<file path="config.mk">
export PLATFORM = sky130hd
export DESIGN_NAME = sbr_readout
export DESIGN_NICKNAME = d
export VERILOG_FILES = /design/src/rtl/sbr_pkg.sv /design/src/rtl/sbr_readout.sv
export SDC_FILE = /design/constraint.sdc
export NUM_CORES = 1
export LEC_CHECK = 0
export ABC_AREA = 1
export BUFFER_PORTS_ARGS = -buffer_cell sky130_fd_sc_hd__buf_2
export CAP_MARGIN = 10
export CORE_ASPECT_RATIO = 1.5
export CORE_MARGIN = 10
export CORE_UTILIZATION = 43
export DETAILED_ROUTE_END_ITERATION = 8
export PLACE_DENSITY_LB_ADDON = 0.12
export SYNTH_ARGS = -nofsm -noshare
export SYNTH_HDL_FRONTEND = slang
export SYNTH_SLANG_ARGS = --single-unit
</file>
<file path="constraint.sdc">
create_clock -name hclk -period 2.1 [get_ports hclk]
set_input_delay 0.21 -clock hclk [delete_from_list [all_inputs] [get_ports hclk]]
set_output_delay 0.21 -clock hclk [all_outputs]
set_load 0.02 [all_outputs]
</file>
<file path="src/rtl/sbr_pkg.sv">
// Purpose: constants and types for the scanned bcd readout port
// Assumes: 20 MHz hclk, AHB-Lite register access, 32-bit data
// Notes: all offsets are byte addresses of aligned words
`default_nettype none

package sbr_pkg;

  // ---------------------------------------------------------------
  // timing
  // ---------------------------------------------------------------
  localparam int unsigned CLK_HZ = 20000000;
  localparam int unsigned SCAN_HZ = 2250;
  localparam int unsigned SCAN_HALF_DEFAULT = CLK_HZ / (2 * SCAN_HZ);
  localparam int unsigned LATCH_TIME_NS = 1000;
  localparam int unsigned LATCH_CYCLES = (LATCH_TIME_NS * (CLK_HZ / 1000000) + 999) / 1000;
  localparam int unsigned RESET_TIME_US = 10;
  localparam int unsigned RESET_CYCLES = RESET_TIME_US * (CLK_HZ / 1000000);
  localparam int unsigned SETTLE_CYCLES = 4;

  // ---------------------------------------------------------------
  // register map
  // ---------------------------------------------------------------
  localparam logic [7:0] OFS_CTRL = 8'h00;
  localparam logic [7:0] OFS_DISPLAY = 8'h04;
  localparam logic [7:0] OFS_CHAIN = 8'h08;
  localparam logic [7:0] OFS_DP_MASK = 8'h0C;
  localparam logic [7:0] OFS_STATUS = 8'h10;
  localparam logic [7:0] OFS_INT_STATUS = 8'h14;
  localparam logic [7:0] OFS_INT_CLEAR = 8'h18;
  localparam logic [7:0] OFS_INT_ENABLE = 8'h1C;

  // ctrl fields
  localparam int unsigned CTRL_TOTALIZE = 0;
  localparam int unsigned CTRL_LATCH = 1;
  localparam int unsigned CTRL_CLEAR = 2;

  // interrupt event bits
  localparam int unsigned EV_OVF = 0;
  localparam int unsigned EV_LATCH = 1;
  localparam int unsigned EV_WRAP = 2;
  localparam int unsigned EV_EXTRST = 3;
  localparam int unsigned NUM_EV = 4;

  // reset values and last scan slot
  localparam logic [7:0] DP_MASK_RESET = 8'h00;
  localparam logic [2:0] SLOT_RESET = 3'h7;
  localparam logic [2:0] SLOT_LAST = 3'h7;

  // latch and reset sequencer
  typedef enum logic [3:0] {
    SBR_IDLE = 4'b0001,
    SBR_LATCH = 4'b0010,
    SBR_CLEAR = 4'b0100,
    SBR_SETTLE = 4'b1000
  } sbr_ctl_t;

endpackage : sbr_pkg

`default_nettype wire

</file>
<file path="src/rtl/sbr_readout.sv">
// Purpose: rear readout port of a counter, scans eight bcd digits
// Assumes: one 20 MHz clock, AHB-Lite slave, pins synchronised here
// Notes: count chain is an 8-digit bcd totalizer fed from count_in
`default_nettype none

module sbr_readout #(
  parameter int unsigned SCAN_HALF_CYCLES = sbr_pkg::SCAN_HALF_DEFAULT
) (
  // clock and reset
  input wire logic hclk,
  input wire logic hresetn,
  // ahb-lite slave
  input wire logic hsel,
  input wire logic [31:0] haddr,
  input wire logic [1:0] htrans,
  input wire logic hwrite,
  input wire logic [2:0] hsize,
  input wire logic [31:0] hwdata,
  input wire logic hready,
  output logic hreadyout,
  output logic hresp,
  output logic [31:0] hrdata,
  // counter pins
  input wire logic count_in,
  input wire logic remote_run_n,
  // reset in/out, open drain
  input wire logic reset_line_in,
  output logic reset_line_out,
  output logic reset_line_oe,
  // scanned readout
  output logic scan_clk,
  output logic [3:0] bcd_out,
  output logic first_slot_strobe,
  output logic dp_strobe,
  output logic overflow,
  output logic data_good,
  output logic ref_clk_out,
  // interrupt
  output logic irq
);
  import sbr_pkg::*;

  // ---------------------------------------------------------------
  // bcd increment
  // ---------------------------------------------------------------
  function automatic logic [32:0] bcd_inc(input logic [31:0] val);
    logic [31:0] res;
    logic carry;
    res = val;
    carry = 1'b1;
    for (int i = 0; i < 8; i++) begin
      if (carry) begin
        if (val[i*4 +: 4] == 4'h9) begin
          res[i*4 +: 4] = 4'h0;
        end else begin
          res[i*4 +: 4] = val[i*4 +: 4] + 4'h1;
          carry = 1'b0;
        end
      end
    end
    return {carry, res};
  endfunction : bcd_inc

  // ---------------------------------------------------------------
  // pin synchronisers
  // ---------------------------------------------------------------
  logic [2:0] sync_a;
  logic [2:0] sync_b;
  logic cnt_prev;
  logic rst_prev;

  always_ff @(posedge hclk or negedge hresetn) begin
    if (!hresetn) begin
      sync_a <= 3'h7;
      sync_b <= 3'h7;
      cnt_prev <= 1'b1;
      rst_prev <= 1'b1;
    end else begin
      sync_a <= {reset_line_in, remote_run_n, count_in};
      sync_b <= sync_a;
      cnt_prev <= sync_b[0];
      rst_prev <= sync_b[2];
    end
  end

  logic cnt_rise;
  logic run_low;
  logic ext_fall;
  assign cnt_rise = sync_b[0] & ~cnt_prev;
  assign run_low = ~sync_b[1];
  assign ext_fall = ~sync_b[2] & rst_prev;

  // ---------------------------------------------------------------
  // bus, control, counter and interrupt state
  // ---------------------------------------------------------------
  logic dp_valid, next_dp_valid;
  logic dp_write, next_dp_write;
  logic [7:0] dp_addr, next_dp_addr;
  logic rd_wait, next_rd_wait;
  logic [31:0] next_hrdata;
  sbr_ctl_t state, next_state;
  logic [7:0] tmr, next_tmr;
  logic [31:0] chain, next_chain;
  logic [31:0] display, next_display;
  logic ovf, next_ovf;
  logic totalize, next_totalize;
  logic [7:0] dp_mask, next_dp_mask;
  logic [NUM_EV-1:0] int_status, next_int_status;
  logic [NUM_EV-1:0] int_enable, next_int_enable;
  logic wrap_ev;
  logic [2:0] slot;

  logic wr_en;
  logic counting;
  logic [31:0] rd_val;
  logic [NUM_EV-1:0] events;
  logic [NUM_EV-1:0] clr_mask;
  logic [32:0] inc;

  assign wr_en = dp_valid & dp_write;
  assign counting = totalize & run_low & (state != SBR_CLEAR);
  assign hreadyout = ~(dp_valid & ~dp_write & ~rd_wait);
  assign hresp = 1'b0;
  assign reset_line_out = 1'b0;
  assign reset_line_oe = (state == SBR_CLEAR);
  assign data_good = (state == SBR_LATCH);
  assign overflow = ovf;
  assign irq = |(int_status & int_enable);

  always_comb begin
    rd_val = 32'h0;
    unique case (dp_addr)
      OFS_CTRL: rd_val[CTRL_TOTALIZE] = totalize;
      OFS_DISPLAY: rd_val = display;
      OFS_CHAIN: rd_val = chain;
      OFS_DP_MASK: rd_val[7:0] = dp_mask;
      OFS_STATUS: rd_val[5:0] = {counting, ovf, data_good, slot};
      OFS_INT_STATUS: rd_val[NUM_EV-1:0] = int_status;
      OFS_INT_ENABLE: rd_val[NUM_EV-1:0] = int_enable;
      default: rd_val = 32'h0;
    endcase
  end

  always_comb begin
    next_dp_valid = dp_valid;
    next_dp_write = dp_write;
    next_dp_addr = dp_addr;
    next_rd_wait = 1'b0;
    next_hrdata = hrdata;
    next_state = state;
    next_tmr = tmr;
    next_chain = chain;
    next_display = display;
    next_ovf = ovf;
    next_totalize = totalize;
    next_dp_mask = dp_mask;
    next_int_enable = int_enable;
    events = '0;
    clr_mask = '0;
    inc = bcd_inc(chain);
    // bus phases
    if (hready) begin
      next_dp_valid = hsel & htrans[1];
      next_dp_write = hwrite;
      next_dp_addr = haddr[7:0];
    end
    if (dp_valid & ~dp_write & ~rd_wait) begin
      next_rd_wait = 1'b1;
      next_hrdata = rd_val;
    end
    if (wr_en) begin
      unique case (dp_addr)
        OFS_CTRL: next_totalize = hwdata[CTRL_TOTALIZE];
        OFS_DP_MASK: next_dp_mask = hwdata[7:0];
        OFS_INT_CLEAR: clr_mask = hwdata[NUM_EV-1:0];
        OFS_INT_ENABLE: next_int_enable = hwdata[NUM_EV-1:0];
        default: ;
      endcase
    end
    // count chain
    if (counting && cnt_rise) begin
      next_chain = inc[31:0];
      if (inc[32]) begin
        next_ovf = 1'b1;
        events[EV_OVF] = 1'b1;
      end
    end
    // latch and reset sequencer
    unique case (state)
      SBR_IDLE: begin
        if (wr_en && dp_addr == OFS_CTRL && hwdata[CTRL_CLEAR]) begin
          next_chain = 32'h0;
          next_ovf = 1'b0;
          next_tmr = 8'(RESET_CYCLES - 1);
          next_state = SBR_CLEAR;
        end else if (ext_fall) begin
          next_chain = 32'h0;
          next_ovf = 1'b0;
          events[EV_EXTRST] = 1'b1;
        end else if (wr_en && dp_addr == OFS_CTRL && hwdata[CTRL_LATCH]) begin
          next_tmr = 8'(LATCH_CYCLES - 1);
          next_state = SBR_LATCH;
        end
      end
      SBR_LATCH: begin
        next_tmr = tmr - 8'h1;
        if (tmr == 8'h0) begin
          next_display = chain;
          events[EV_LATCH] = 1'b1;
          next_state = SBR_IDLE;
        end
      end
      SBR_CLEAR: begin
        next_chain = 32'h0;
        next_tmr = tmr - 8'h1;
        if (tmr == 8'h0) begin
          next_tmr = 8'(SETTLE_CYCLES - 1);
          next_state = SBR_SETTLE;
        end
      end
      SBR_SETTLE: begin
        next_tmr = tmr - 8'h1;
        if (tmr == 8'h0) begin
          next_state = SBR_IDLE;
        end
      end
      default: next_state = SBR_IDLE;
    endcase
    events[EV_WRAP] = wrap_ev;
    next_int_status = (int_status & ~clr_mask) | events;
  end

  always_ff @(posedge hclk or negedge hresetn) begin
    if (!hresetn) begin
      dp_valid <= 1'b0;
      dp_write <= 1'b0;
      dp_addr <= 8'h00;
      rd_wait <= 1'b0;
      hrdata <= 32'h0;
      state <= SBR_IDLE;
      tmr <= 8'h00;
      chain <= 32'h0;
      display <= 32'h0;
      ovf <= 1'b0;
      totalize <= 1'b0;
      dp_mask <= DP_MASK_RESET;
      int_status <= '0;
      int_enable <= '0;
    end else begin
      dp_valid <= next_dp_valid;
      dp_write <= next_dp_write;
      dp_addr <= next_dp_addr;
      rd_wait <= next_rd_wait;
      hrdata <= next_hrdata;
      state <= next_state;
      tmr <= next_tmr;
      chain <= next_chain;
      display <= next_display;
      ovf <= next_ovf;
      totalize <= next_totalize;
      dp_mask <= next_dp_mask;
      int_status <= next_int_status;
      int_enable <= next_int_enable;
    end
  end

  // ---------------------------------------------------------------
  // digit scanner and reference clock
  // ---------------------------------------------------------------
  logic [15:0] scan_cnt, next_scan_cnt;
  logic next_scan_clk;
  logic [2:0] next_slot;
  logic [3:0] next_bcd_out;
  logic next_first_slot_strobe;
  logic next_dp_strobe;
  logic next_ref_clk_out;
  logic [2:0] digit_pos;

  always_comb begin
    next_scan_cnt = scan_cnt + 16'h1;
    next_scan_clk = scan_clk;
    next_slot = slot;
    next_bcd_out = bcd_out;
    next_first_slot_strobe = first_slot_strobe;
    next_dp_strobe = dp_strobe;
    next_ref_clk_out = ~ref_clk_out;
    wrap_ev = 1'b0;
    digit_pos = SLOT_LAST - (slot + 3'h1);
    if (scan_cnt == 16'(SCAN_HALF_CYCLES - 1)) begin
      next_scan_cnt = 16'h0;
      next_scan_clk = ~scan_clk;
      if (scan_clk) begin
        next_slot = slot + 3'h1;
        next_bcd_out = display[{digit_pos, 2'b00} +: 4];
        next_first_slot_strobe = (slot == SLOT_LAST);
        next_dp_strobe = dp_mask[slot + 3'h1];
        wrap_ev = (slot == SLOT_LAST);
      end
    end
  end

  always_ff @(posedge hclk or negedge hresetn) begin
    if (!hresetn) begin
      scan_cnt <= 16'h0;
      scan_clk <= 1'b0;
      slot <= SLOT_RESET;
      bcd_out <= 4'h0;
      first_slot_strobe <= 1'b0;
      dp_strobe <= 1'b0;
      ref_clk_out <= 1'b0;
    end else begin
      scan_cnt <= next_scan_cnt;
      scan_clk <= next_scan_clk;
      slot <= next_slot;
      bcd_out <= next_bcd_out;
      first_slot_strobe <= next_first_slot_strobe;
      dp_strobe <= next_dp_strobe;
      ref_clk_out <= next_ref_clk_out;
    end
  end

endmodule : sbr_readout

`default_nettype wire

</file>
==> impl_metrics.yaml, run 1 <==
setup_path:
  path_class: "register to output port"
  startpoint_type: "register"
  endpoint_kind: "output port"
  critPathBufInv: 3
  critPathMaxStageDelay_ns: 0.40
  cp_top_family: "buffers and inverters"
  cp.arrival_ns: 1.68
  r2r_cells: 7
  rrSetupSlack_ns: 0.23
  reg2reg_to: "bcd_out[2]"
  timing.rr.start: "scan_cnt[0]"
  worstPathRequired_ns: 1.89
  critPathSlowestCell: "dfrtp_1"
  critical_path.cell_chain: "nor3_2, buf_12, inv_2, buf_2"
  cp_max_fo: 32
logic_synthesis:
  synth.top_cell.area_share_pct: 46.8
  async_reset_ff_share_pct: 100
  ys.flop_type: "dfrtp_1"
  synth_top_cell_by_area: "dfrtp_1"
  synth_cells: 1061
  ys_ff_latch: 172
  yosys_warnings: 0
  synthTopCellsByArea: "dfrtp_1, nand2_1, o21ai_0"
  avgSynthCellArea_um2: 8.06
  yosys-top-cells-count: "nand2_1, dfrtp_1, inv_1"
  yosysMostFrequentCell: "nand2_1"
  syn_area_um2: 8560
  synth_edf_count: 0
  yosysSeqAreaShare_pct: 50.5
  synth.distinct_cells: 45
clocking:
  cts_buffer_depth: 2
  numCtsBuffers: 17
  clkSinkCount: 172
  clock_latency_ns: 0.43
  htreeDepth: 4
  clkTransAtPathRegs_ns: 0.06
  cts_tree: "yes"
  clockRootBuffer: "clkbuf_16"
placed_design:
  gp_congestion: 0.827
  dp_hpwl_um: 15700
  dp.cells: 1381
  io_buffers: 69
  place_ws_ns: 0.229
  dpl_cell_area_um2: 9300
grt:
  antenna_found_initial: 0
  grt_use_total_pct: 17.0
  grt_max_degree: 66
  grt_use_met2_pct: 29.1
  grt_pass1_wl_um: 35600
  grt_pass1_vias: 7021
  overflow: 0
  grt.busiest_layer: "met2"
  use_met1_pct: 21.2
  grtUsageMet3_pct: 3.05
flow_run:
  drv_cap: 0
pwr:
  power.total_mw: 8.13
  vdd_ir_drop_max_mv: 0.567
  power_density_nw_per_um2: 808
  leakagePower_nw: 5.02
timing:
  period_needed_ns: 1.89
  finalHoldViolations: 0
  setup_viol: 0
  slew_headroom_pct: 61.6
  max_freq_mhz: 530
  tightestPinTransition_ns: 0.572
  drv_slew: 0
  rsz0062_at_grt: "false"
  fin_ws_ns: 0.214
  fin_worst_skew_ns: 0.00461
  fin_crit_sh_pct: 89.8
  final.setup.tns_ns: 0
routing:
  drc: 0
  avgViaCountPerCell: 4.94
  first_pass_iters: 5
  vias: 7041
  totalWireLength_um: 21200
  dr.first_iter.drc_count: 389
  wl_per_cell_um: 14.9
  detail-route-antenna-nets: 0
layout:
  final_cell_count_no_fill: 1425
  drive_above_1_share_pct: 17.4
  stdcell_area_um2: 10100
  final_nets: 1234
  area_growth_pct: 17.7
  n_antenna_cell: 0
min_path:
  hold_end: "dp_mask[7]"
  min_path_type: "input port to register"
  hold-path-cell-count: 2
  min-delay-start: "hwdata[7]"
floorplan:
  ios: 124
  chipHeight_um: 193
  core_area_um2: 19700
  num_rows: 63
  die-area_um2: 26100
  fp.dieW_um: 135
  start_util_pct: 43.4
status:
  status: "finished, final reports clean"
[cells by family (layout without fill, tap and decap cells)]
logic type	Yosys count	after routing	share of synthesized area (%)
adder cells (fa/ha/maj)	4	4	0.585
flip-flops	172	172	50.5
XOR/XNOR	18	18	1.84
multiplexers	4	4	0.526
buffers and inverters	173	276	8.38
AND/OR/NAND/NOR	488	488	25.6
other	1	2	0.0438
AO/OA/AOI/OAI	201	201	12.6
[placed cells by master, fill, tap and decap left out, types with 5 or more instances in the layout]
cell           netlist  layout
o22ai_1             16      16
clkbuf_16            0      17
o21ai_1             24      24
xor2_1              14      14
nand3_1             34      34
dfstp_2             12      12
nor2_4               8       8
dlygate4sd3_1        0      13
a21oi_2              6       6
a21oi_1             32      32
inv_1              122     122
buf_12               0       6
nand2_2              8       9
buf_4                4      16
nand2_1            301     300
nor2_2              11      11
o21ai_0            116     116
buf_2                5      68
inv_2               17      17
nand4_1             20      20
nor3_1              12      11
nor2_1              75      75
dfrtp_1            160     160
bufinv_16            0       5
[cell type report]
type                    count  area, um^2
multi-input cells         717        3530
well taps                 260         325
clock buffers              24         482
clock inverters             7         160
flip-flops and latches    172        4320
repair buffers            104         722
inverters                 141         531
fillers                  1971        9640
[routing by layer]
| layer | share of wire (%) | vias up |
|---|---|---|
| met1 | 44 | 3318 |
| met3 | 3.9 | 19 |
| met2 | 50 | 115 |
| met5 | 0 | - |
| li1 | - | 3589 |
| met4 | 1.5 | 0 |
[worst max path at each step]
stage / slack (ns) / to / depth (start not counted) / start
after floorplan: 0.49 / display[25] / 11 / tmr[0]
after global placement: 0.24 / bcd_out[0] / 7 / scan_cnt[0]
after detailed placement: 0.23 / bcd_out[0] / 7 / scan_cnt[0]
after CTS: 0.18 / hreadyout / 4 / dp_write
after global routing: 0.006 / bcd_out[2] / 7 / scan_cnt[0]
final: 0.21 / hreadyout / 4 / dp_write
[through the flow]
step	util, %	hold WS (ns)
floorplan	-	-0.0856
CTS	51.1	0.00258
detailed placement	47.2	0.205
global route	51.1	0.00564
finish	51.1	0.0153
global placement	47.2	0.201
[repair_timing]
action | CTS | global route
endpoints found under the hold margin | 54 | 0
resized for setup | 0 | 0
hold buffers | 13 | 0
setup buffers | 0 | 0
[power breakdown]
group | switching, mW | internal [mW]
Clock | 1.26 | 2.20
Sequential | 0.110 | 3.47
Combinational | 0.767 | 0.331
[state kept, by name, indices dropped and copies added (netlist names), 4 cells and up]
signal / cells
dp_addr: 8
display: 32
bcd_out: 4
scan_cnt: 16
chain: 32
hrdata: 32
int_status: 4
dp_mask: 8
state: 4
int_enable: 4
tmr: 8
(Power assumes the default switching activity.)
==> inputs of run 2 (changes only) <==
--- a/config.mk
+++ b/config.mk
@@ -5,7 +5,7 @@
 export SDC_FILE = /design/constraint.sdc
 export NUM_CORES = 1
 export LEC_CHECK = 0
-export ABC_AREA = 1
+export ABC_AREA = 0
 export BUFFER_PORTS_ARGS = -buffer_cell sky130_fd_sc_hd__buf_2
 export CAP_MARGIN = 10
 export CORE_ASPECT_RATIO = 1.5
==> impl_metrics.yaml, run 2 <==
logic_synthesis:
  synth.distinct_cells: 68
  synth_edf_count: 0
  yosysMostFrequentCell: "dfrtp_1"
  syn_area_um2: 8380
  synth_top_cell_by_area: "dfrtp_1"
  yosys_warnings: 0
  avgSynthCellArea_um2: 11.0
  yosysSeqAreaShare_pct: 51.6
  synthTopCellsByArea: "dfrtp_1, mux2_2, nor2_1"
  synth_cells: 765
  yosys-top-cells-count: "dfrtp_1, nor2_1, mux2_2"
  async_reset_ff_share_pct: 100
  ys_ff_latch: 172
  ys.flop_type: "dfrtp_1"
  synth.top_cell.area_share_pct: 47.8
grt:
  grt_use_total_pct: 17.7
  grt_pass1_wl_um: 36200
  grt_max_degree: 59
  antenna_found_initial: 0
  grt_pass1_vias: 6932
  overflow: 0
layout:
  area_growth_pct: 25.9
  multi_input_area_um2: 3910
  n_antenna_cell: 0
  final_cell_count_no_fill: 1186
  fillCellCount: 1681
  final_cell_mix: "dfrtp_1, nor2_1, buf_4, buf_2, mux2_2"
  final_common_cell: "dfrtp_1"
  final_nets: 998
  regArea_um2: 4320
  reg_top3: "chain (32), display (32), hrdata (32)"
  drive_above_1_share_pct: 34.9
timing:
  fin_ws_ns: -0.00897
  drv_slew: 0
  finalHoldViolations: 0
  fin_worst_skew_ns: 0.0120
  rsz0062_at_grt: "true"
  setup_viol: 1
  fin_crit_sh_pct: 100
  max_freq_mhz: 474
  period_needed_ns: 2.11
routing:
  detail-route-antenna-nets: 0
  dr.first_iter.drc_count: 429
  wl_per_cell_um: 19.6
  avgViaCountPerCell: 5.54
  first_pass_iters: 5
  vias: 6568
  totalWireLength_um: 23200
  drc: 0
setup_path:
  cp.arrival_ns: 2.42
  critPathSlowestCell: "or3b_4"
  startpoint_type: "register"
  endpoint_kind: "register"
  path_class: "register to register"
  critPathMaxStageDelay_ns: 0.39
  cp_max_fo: 7
  critical_path.cell_chain: "inv_1, ha_2, or3b_4, nor4b_4, buf_6, nand2_8, clkbuf_16, mux2_2"
  worstPathRequired_ns: 2.41
pwr:
  leakagePower_nw: 4.79
  seqPwrFrac_pct: 46.9
  p_sw_mw: 2.06
  switching_share_pct: 26.3
  p_int_mw: 5.77
  vdd_ir_drop_max_mv: 0.506
  power_density_nw_per_um2: 742
  combPwrFrac_pct: 13.1
  clkPwrFrac_pct: 40.0
placed_design:
  dp_hpwl_um: 16300
  io_buffers: 69
  gp_congestion: 0.871
  dp.cells: 1132
  place_ws_ns: -0.125
status:
  failed_checks: "setup timing"
  status: "complete, but fails checks"
clocking:
  cts_buffer_depth: 2
  clock_latency_ns: 0.43
  clockRootBuffer: "clkbuf_16"
  clkTransAtPathRegs_ns: 0.07
  clkSinkCount: 172
  numCtsBuffers: 17
  cts_tree: "yes"
  htreeDepth: 4
floorplan:
  fp.dieW_um: 134
  core_area_um2: 19200
  start_util_pct: 43.7
  chipHeight_um: 191
  num_rows: 62
  die-area_um2: 25600
  ios: 124
min_path:
  min_path_type: "input port to register"
flow_run:
  drv_cap: 0
==> run 2: changes by cell type in the layout (fill, tap and decap cells not counted), moves of 24 or more <==
cell / before / now
a221oi_1: 1 / 27
buf_4: 16 / 80
inv_1: 122 / 22
mux2_2: 4 / 65
nand2_1: 300 / 56
o21ai_0: 116 / 22
o21ai_1: 24 / 0
==> run 2: routing by layer <==
metal,vias to the layer above,GRT usage (%),wire (um)
met2,167,31.8,12400
met4,0,9.78,1150
met5,-,0,0
li1,3071,-,-
met1,3270,19.3,8760
met3,60,3.34,911
==> run 2: final timing paths <==
path / from / end / slack [ns] / cells past startpoint
max in group asynchronous: hresetn / state[0] / 1.09 / 3
min: haddr[4] / dp_addr[4] / 0.01 / 2
min reg2reg: sync_a[1] / sync_b[1] / 0.36 / 0
max: tmr[1] / display[1] / -0.009 / 8
max reg2reg: tmr[1] / display[1] / -0.009 / 8
min in group asynchronous: hresetn / hrdata[19] / 0.26 / 2
==> run 2: what timing repair did <==
action	CTS	global route
endpoints found under the setup margin	46	46
hold endpoints to repair	43	0
cloned	0	7
resized for setup	13	20
pin swaps	9	4
hold buffers	7	0
setup buffers	7	2
==> run 2: kinds of logic after synthesis <==
kind of cell / count (synthesis) / share of synthesized area (%)
flip-flops: 172 / 51.6
other: 1 / 0.0448
multiplexers: 86 / 13.0
adder cells (fa/ha/maj): 4 / 0.597
AO/OA/AOI/OAI: 116 / 9.50
AND/OR/NAND/NOR: 289 / 18.1
XOR/XNOR: 32 / 3.35
buffers and inverters: 65 / 3.81
==> run 2: critical path, delay by kind of cell (launching register included) <==
kind | cells | cell delay (ns)
and+or+nand+nor | 3 | 0.73
buffers and inverters | 3 | 0.43
adders and majority gates | 1 | 0.17
muxes | 1 | 0.28
DFF | 1 | 0.38
==> run 2: stage by stage <==
| step | utilization (%) | hold slack (ns) | setup TNS (ns) | power, mW | area [um^2] |
|---|---|---|---|---|---|
| after global placement | 49.8 | 0.144 | -0.387 | 4.73 | 9550 |
| after floorplan | - | -0.0856 | -0.170 | 4.30 | 8430 |
| final | 55.0 | 0.0113 | -0.00897 | 7.82 | 10500 |
| after global routing | 55.0 | 0.00674 | -1.23 | 8.17 | 10500 |
| after CTS | 53.7 | 0.00299 | -0.0298 | 7.90 | 10300 |
| after detailed placement | 49.8 | 0.152 | -1.02 | 4.75 | 9550 |
==> run 2: power by group through the flow <==
stage / clock, mW / sequential, mW / combinational [mW]
finish: 3.13 / 3.67 / 1.03
global route: 3.34 / 3.70 / 1.13
CTS: 3.19 / 3.67 / 1.04
detailed placement: 0 / 3.73 / 1.02
global placement: 0 / 3.72 / 1.01
floorplan: 0 / 3.91 / 0.391
==> run 2: final cells by class <==
| cell class | instances | share of cell area (%) |
|---|---|---|
| Sequential cell | 172 | 41.0 |
| Multi-Input combinational cell | 529 | 37.1 |
| Timing Repair Buffer | 173 | 12.5 |
| Clock buffer | 23 | 4.44 |
| Tap cell | 256 | 3.04 |
| Clock inverter | 9 | 1.08 |
| Inverter | 24 | 0.878 |
==> inputs of run 3 (changes only) <==
--- a/config.mk
+++ b/config.mk
@@ -9,7 +9,6 @@
 export BUFFER_PORTS_ARGS = -buffer_cell sky130_fd_sc_hd__buf_2
 export CAP_MARGIN = 10
 export CORE_ASPECT_RATIO = 1.5
-export CORE_MARGIN = 10
 export CORE_UTILIZATION = 43
 export DETAILED_ROUTE_END_ITERATION = 8
 export PLACE_DENSITY_LB_ADDON = 0.12
==> constraint.sdc (replaced) <==
create_clock -name hclk -period 1.75 [get_ports hclk]
set_input_delay 0.175 -clock hclk [delete_from_list [all_inputs] [get_ports hclk]]
set_output_delay 0.175 -clock hclk [all_outputs]
set_load 0.01 [all_outputs]
==> impl_metrics.yaml, run 3 (synthesized netlist as in run 2, its figures left out) <==
layout:
  final_cell_mix: "dfrtp_1, buf_4, nor2_1, buf_2, mux2_2"
  multi_input_area_um2: 4620
  area_growth_pct: 48.2
  final_nets: 1106
  final_common_cell: "dfrtp_1"
  regArea_um2: 4320
  reg_top3: "chain (32), display (32), hrdata (32)"
  drive_above_1_share_pct: 50.4
  fillCellCount: 1487
  stdcell_area_um2: 12400
status:
  failed_checks: "setup timing"
  status: "complete, but fails checks"
floorplan:
  die-area_um2: 20100
  num_rows: 62
  core_area_um2: 19100
  chipHeight_um: 173
  ios: 124
  fp.dieW_um: 116
  start_util_pct: 43.9
timing:
  finalHoldViolations: 0
  final.setup.tns_ns: -24.98
  setup_viol: 121
  rsz0062_at_grt: "true"
  fin_worst_skew_ns: 0.00866
  tightestPinTransition_ns: 0.513
  fin_ws_ns: -0.359
  whs_ns: 0.0216
  drv_slew: 0
  max_freq_mhz: 474
  slew_headroom_pct: 65.4
  period_needed_ns: 2.11
  fin_crit_sh_pct: 120
setup_path:
  cp_max_fo: 7
  cp_top_family: "simple AND/OR/NAND/NOR gates"
  worstPathRequired_ns: 2.10
  critPathBufInv: 2
  cp_num_cells: 7
  critical_path.cell_chain: "or4_4, or2_4, nor4b_4, buf_6, buf_12, nand2_4, a31oi_4"
  critPathSlowestCell: "or4_4"
  startpoint_type: "register"
  path_class: "register to register"
  cp.arrival_ns: 2.45
  r2r_cells: 7
  critPathMaxStageDelay_ns: 0.53
  endpoint_kind: "register"
grt:
  antenna_found_initial: 1
  grt_pass1_wl_um: 40400
  overflow: 0
  grt_use_total_pct: 26.7
  grt_pass1_vias: 7457
  grt_max_degree: 49
routing:
  first_pass_iters: 5
  drc: 0
  totalWireLength_um: 26200
  detail-route-antenna-nets: 0
  vias: 7265
  wl_per_cell_um: 20.2
  dr.first_iter.drc_count: 410
  avgViaCountPerCell: 5.61
clocking:
  clkSinkCount: 172
  clockRootBuffer: "clkbuf_16"
  numCtsBuffers: 17
  clock_latency_ns: 0.43
  cts_buffer_depth: 2
  cts_tree: "yes"
  htreeDepth: 4
  clkTransAtPathRegs_ns: 0.07
placed_design:
  io_buffers: 69
  gp_congestion: 0.874
  place_ws_ns: -0.360
  dp_hpwl_um: 16900
  dpl_cell_area_um2: 10300
min_path:
  min_path_type: "input port to register"
  hold-path-cell-count: 3
flow_run:
  drv_cap: 0
pwr:
  power_density_nw_per_um2: 785
  power.total_mw: 9.74
  leakagePower_nw: 5.77
  vdd_ir_drop_max_mv: 0.647
## run 3: path summary, 6_finish.rpt
kind | from | end | slack (ns)
hold reg to reg | sync_a[0] | sync_b[0] | 0.36
hold / removal | hwdata[0] | totalize | 0.02
setup reg to reg | dp_addr[0] | hrdata[4] | -0.36
min in group asynchronous | hresetn | scan_cnt[13] | 0.26
max in group asynchronous | hresetn | hrdata[30] | 0.80
setup / recovery | dp_addr[0] | hrdata[4] | -0.36
## run 3: per-layer routing
| metal | track usage, % | vias to the layer above | wire [um] |
|---|---|---|---|
| li1 | - | 3289 | - |
| met1 | 31.2 | 3685 | 9890 |
| met2 | 46.9 | 234 | 14100 |
| met3 | 4.52 | 57 | 1160 |
| met4 | 12.4 | 0 | 1090 |
| met5 | 0 | - | 0 |
## run 3: worst reg2reg max path: stages, from the launching register on
cell and delay, ns:
dfrtp_1 0.38, or4_4 0.53, or2_4 0.27, nor4b_4 0.23, buf_6 0.20, buf_12 0.16
nand2_4 0.06, a31oi_4 0.20
## run 3: layout make-up
cell class                 instances  share of cell area [%]
antenna                            1                  0.0202
clock buffer                      21                    3.71
clock inverter                    10                    1.13
inverter                          24                   0.746
multi-input combinational        530                    37.2
sequential                       172                    34.8
tap                              256                    2.58
timing repair buffer             280                    19.8
## run 3: per-stage QoR
step	std cells	utilization (%)
floorplan	766	-
global placement	1198	54.2
detailed placement	1198	54.2
CTS	1276	62.7
global route	1293	65.0
finish	1294	65.0
## run 3: timing repair
| item | CTS | global route |
|---|---|---|
| pin swaps | 72 | 64 |
| hold buffers | 19 | 0 |
| gates resized for setup | 138 | 52 |
| cloned | 5 | 4 |
| endpoints found under the hold margin | 61 | 0 |
| setup endpoints to repair | 135 | 129 |
| setup buffers | 25 | 14 |
## run 3: power breakdown
group / internal (mW) / leakage (nW) / switching, mW
logic: 0.634 / 3.28 / 0.713
clock network: 2.32 / 0.286 / 1.62
registers: 4.24 / 2.21 / 0.209
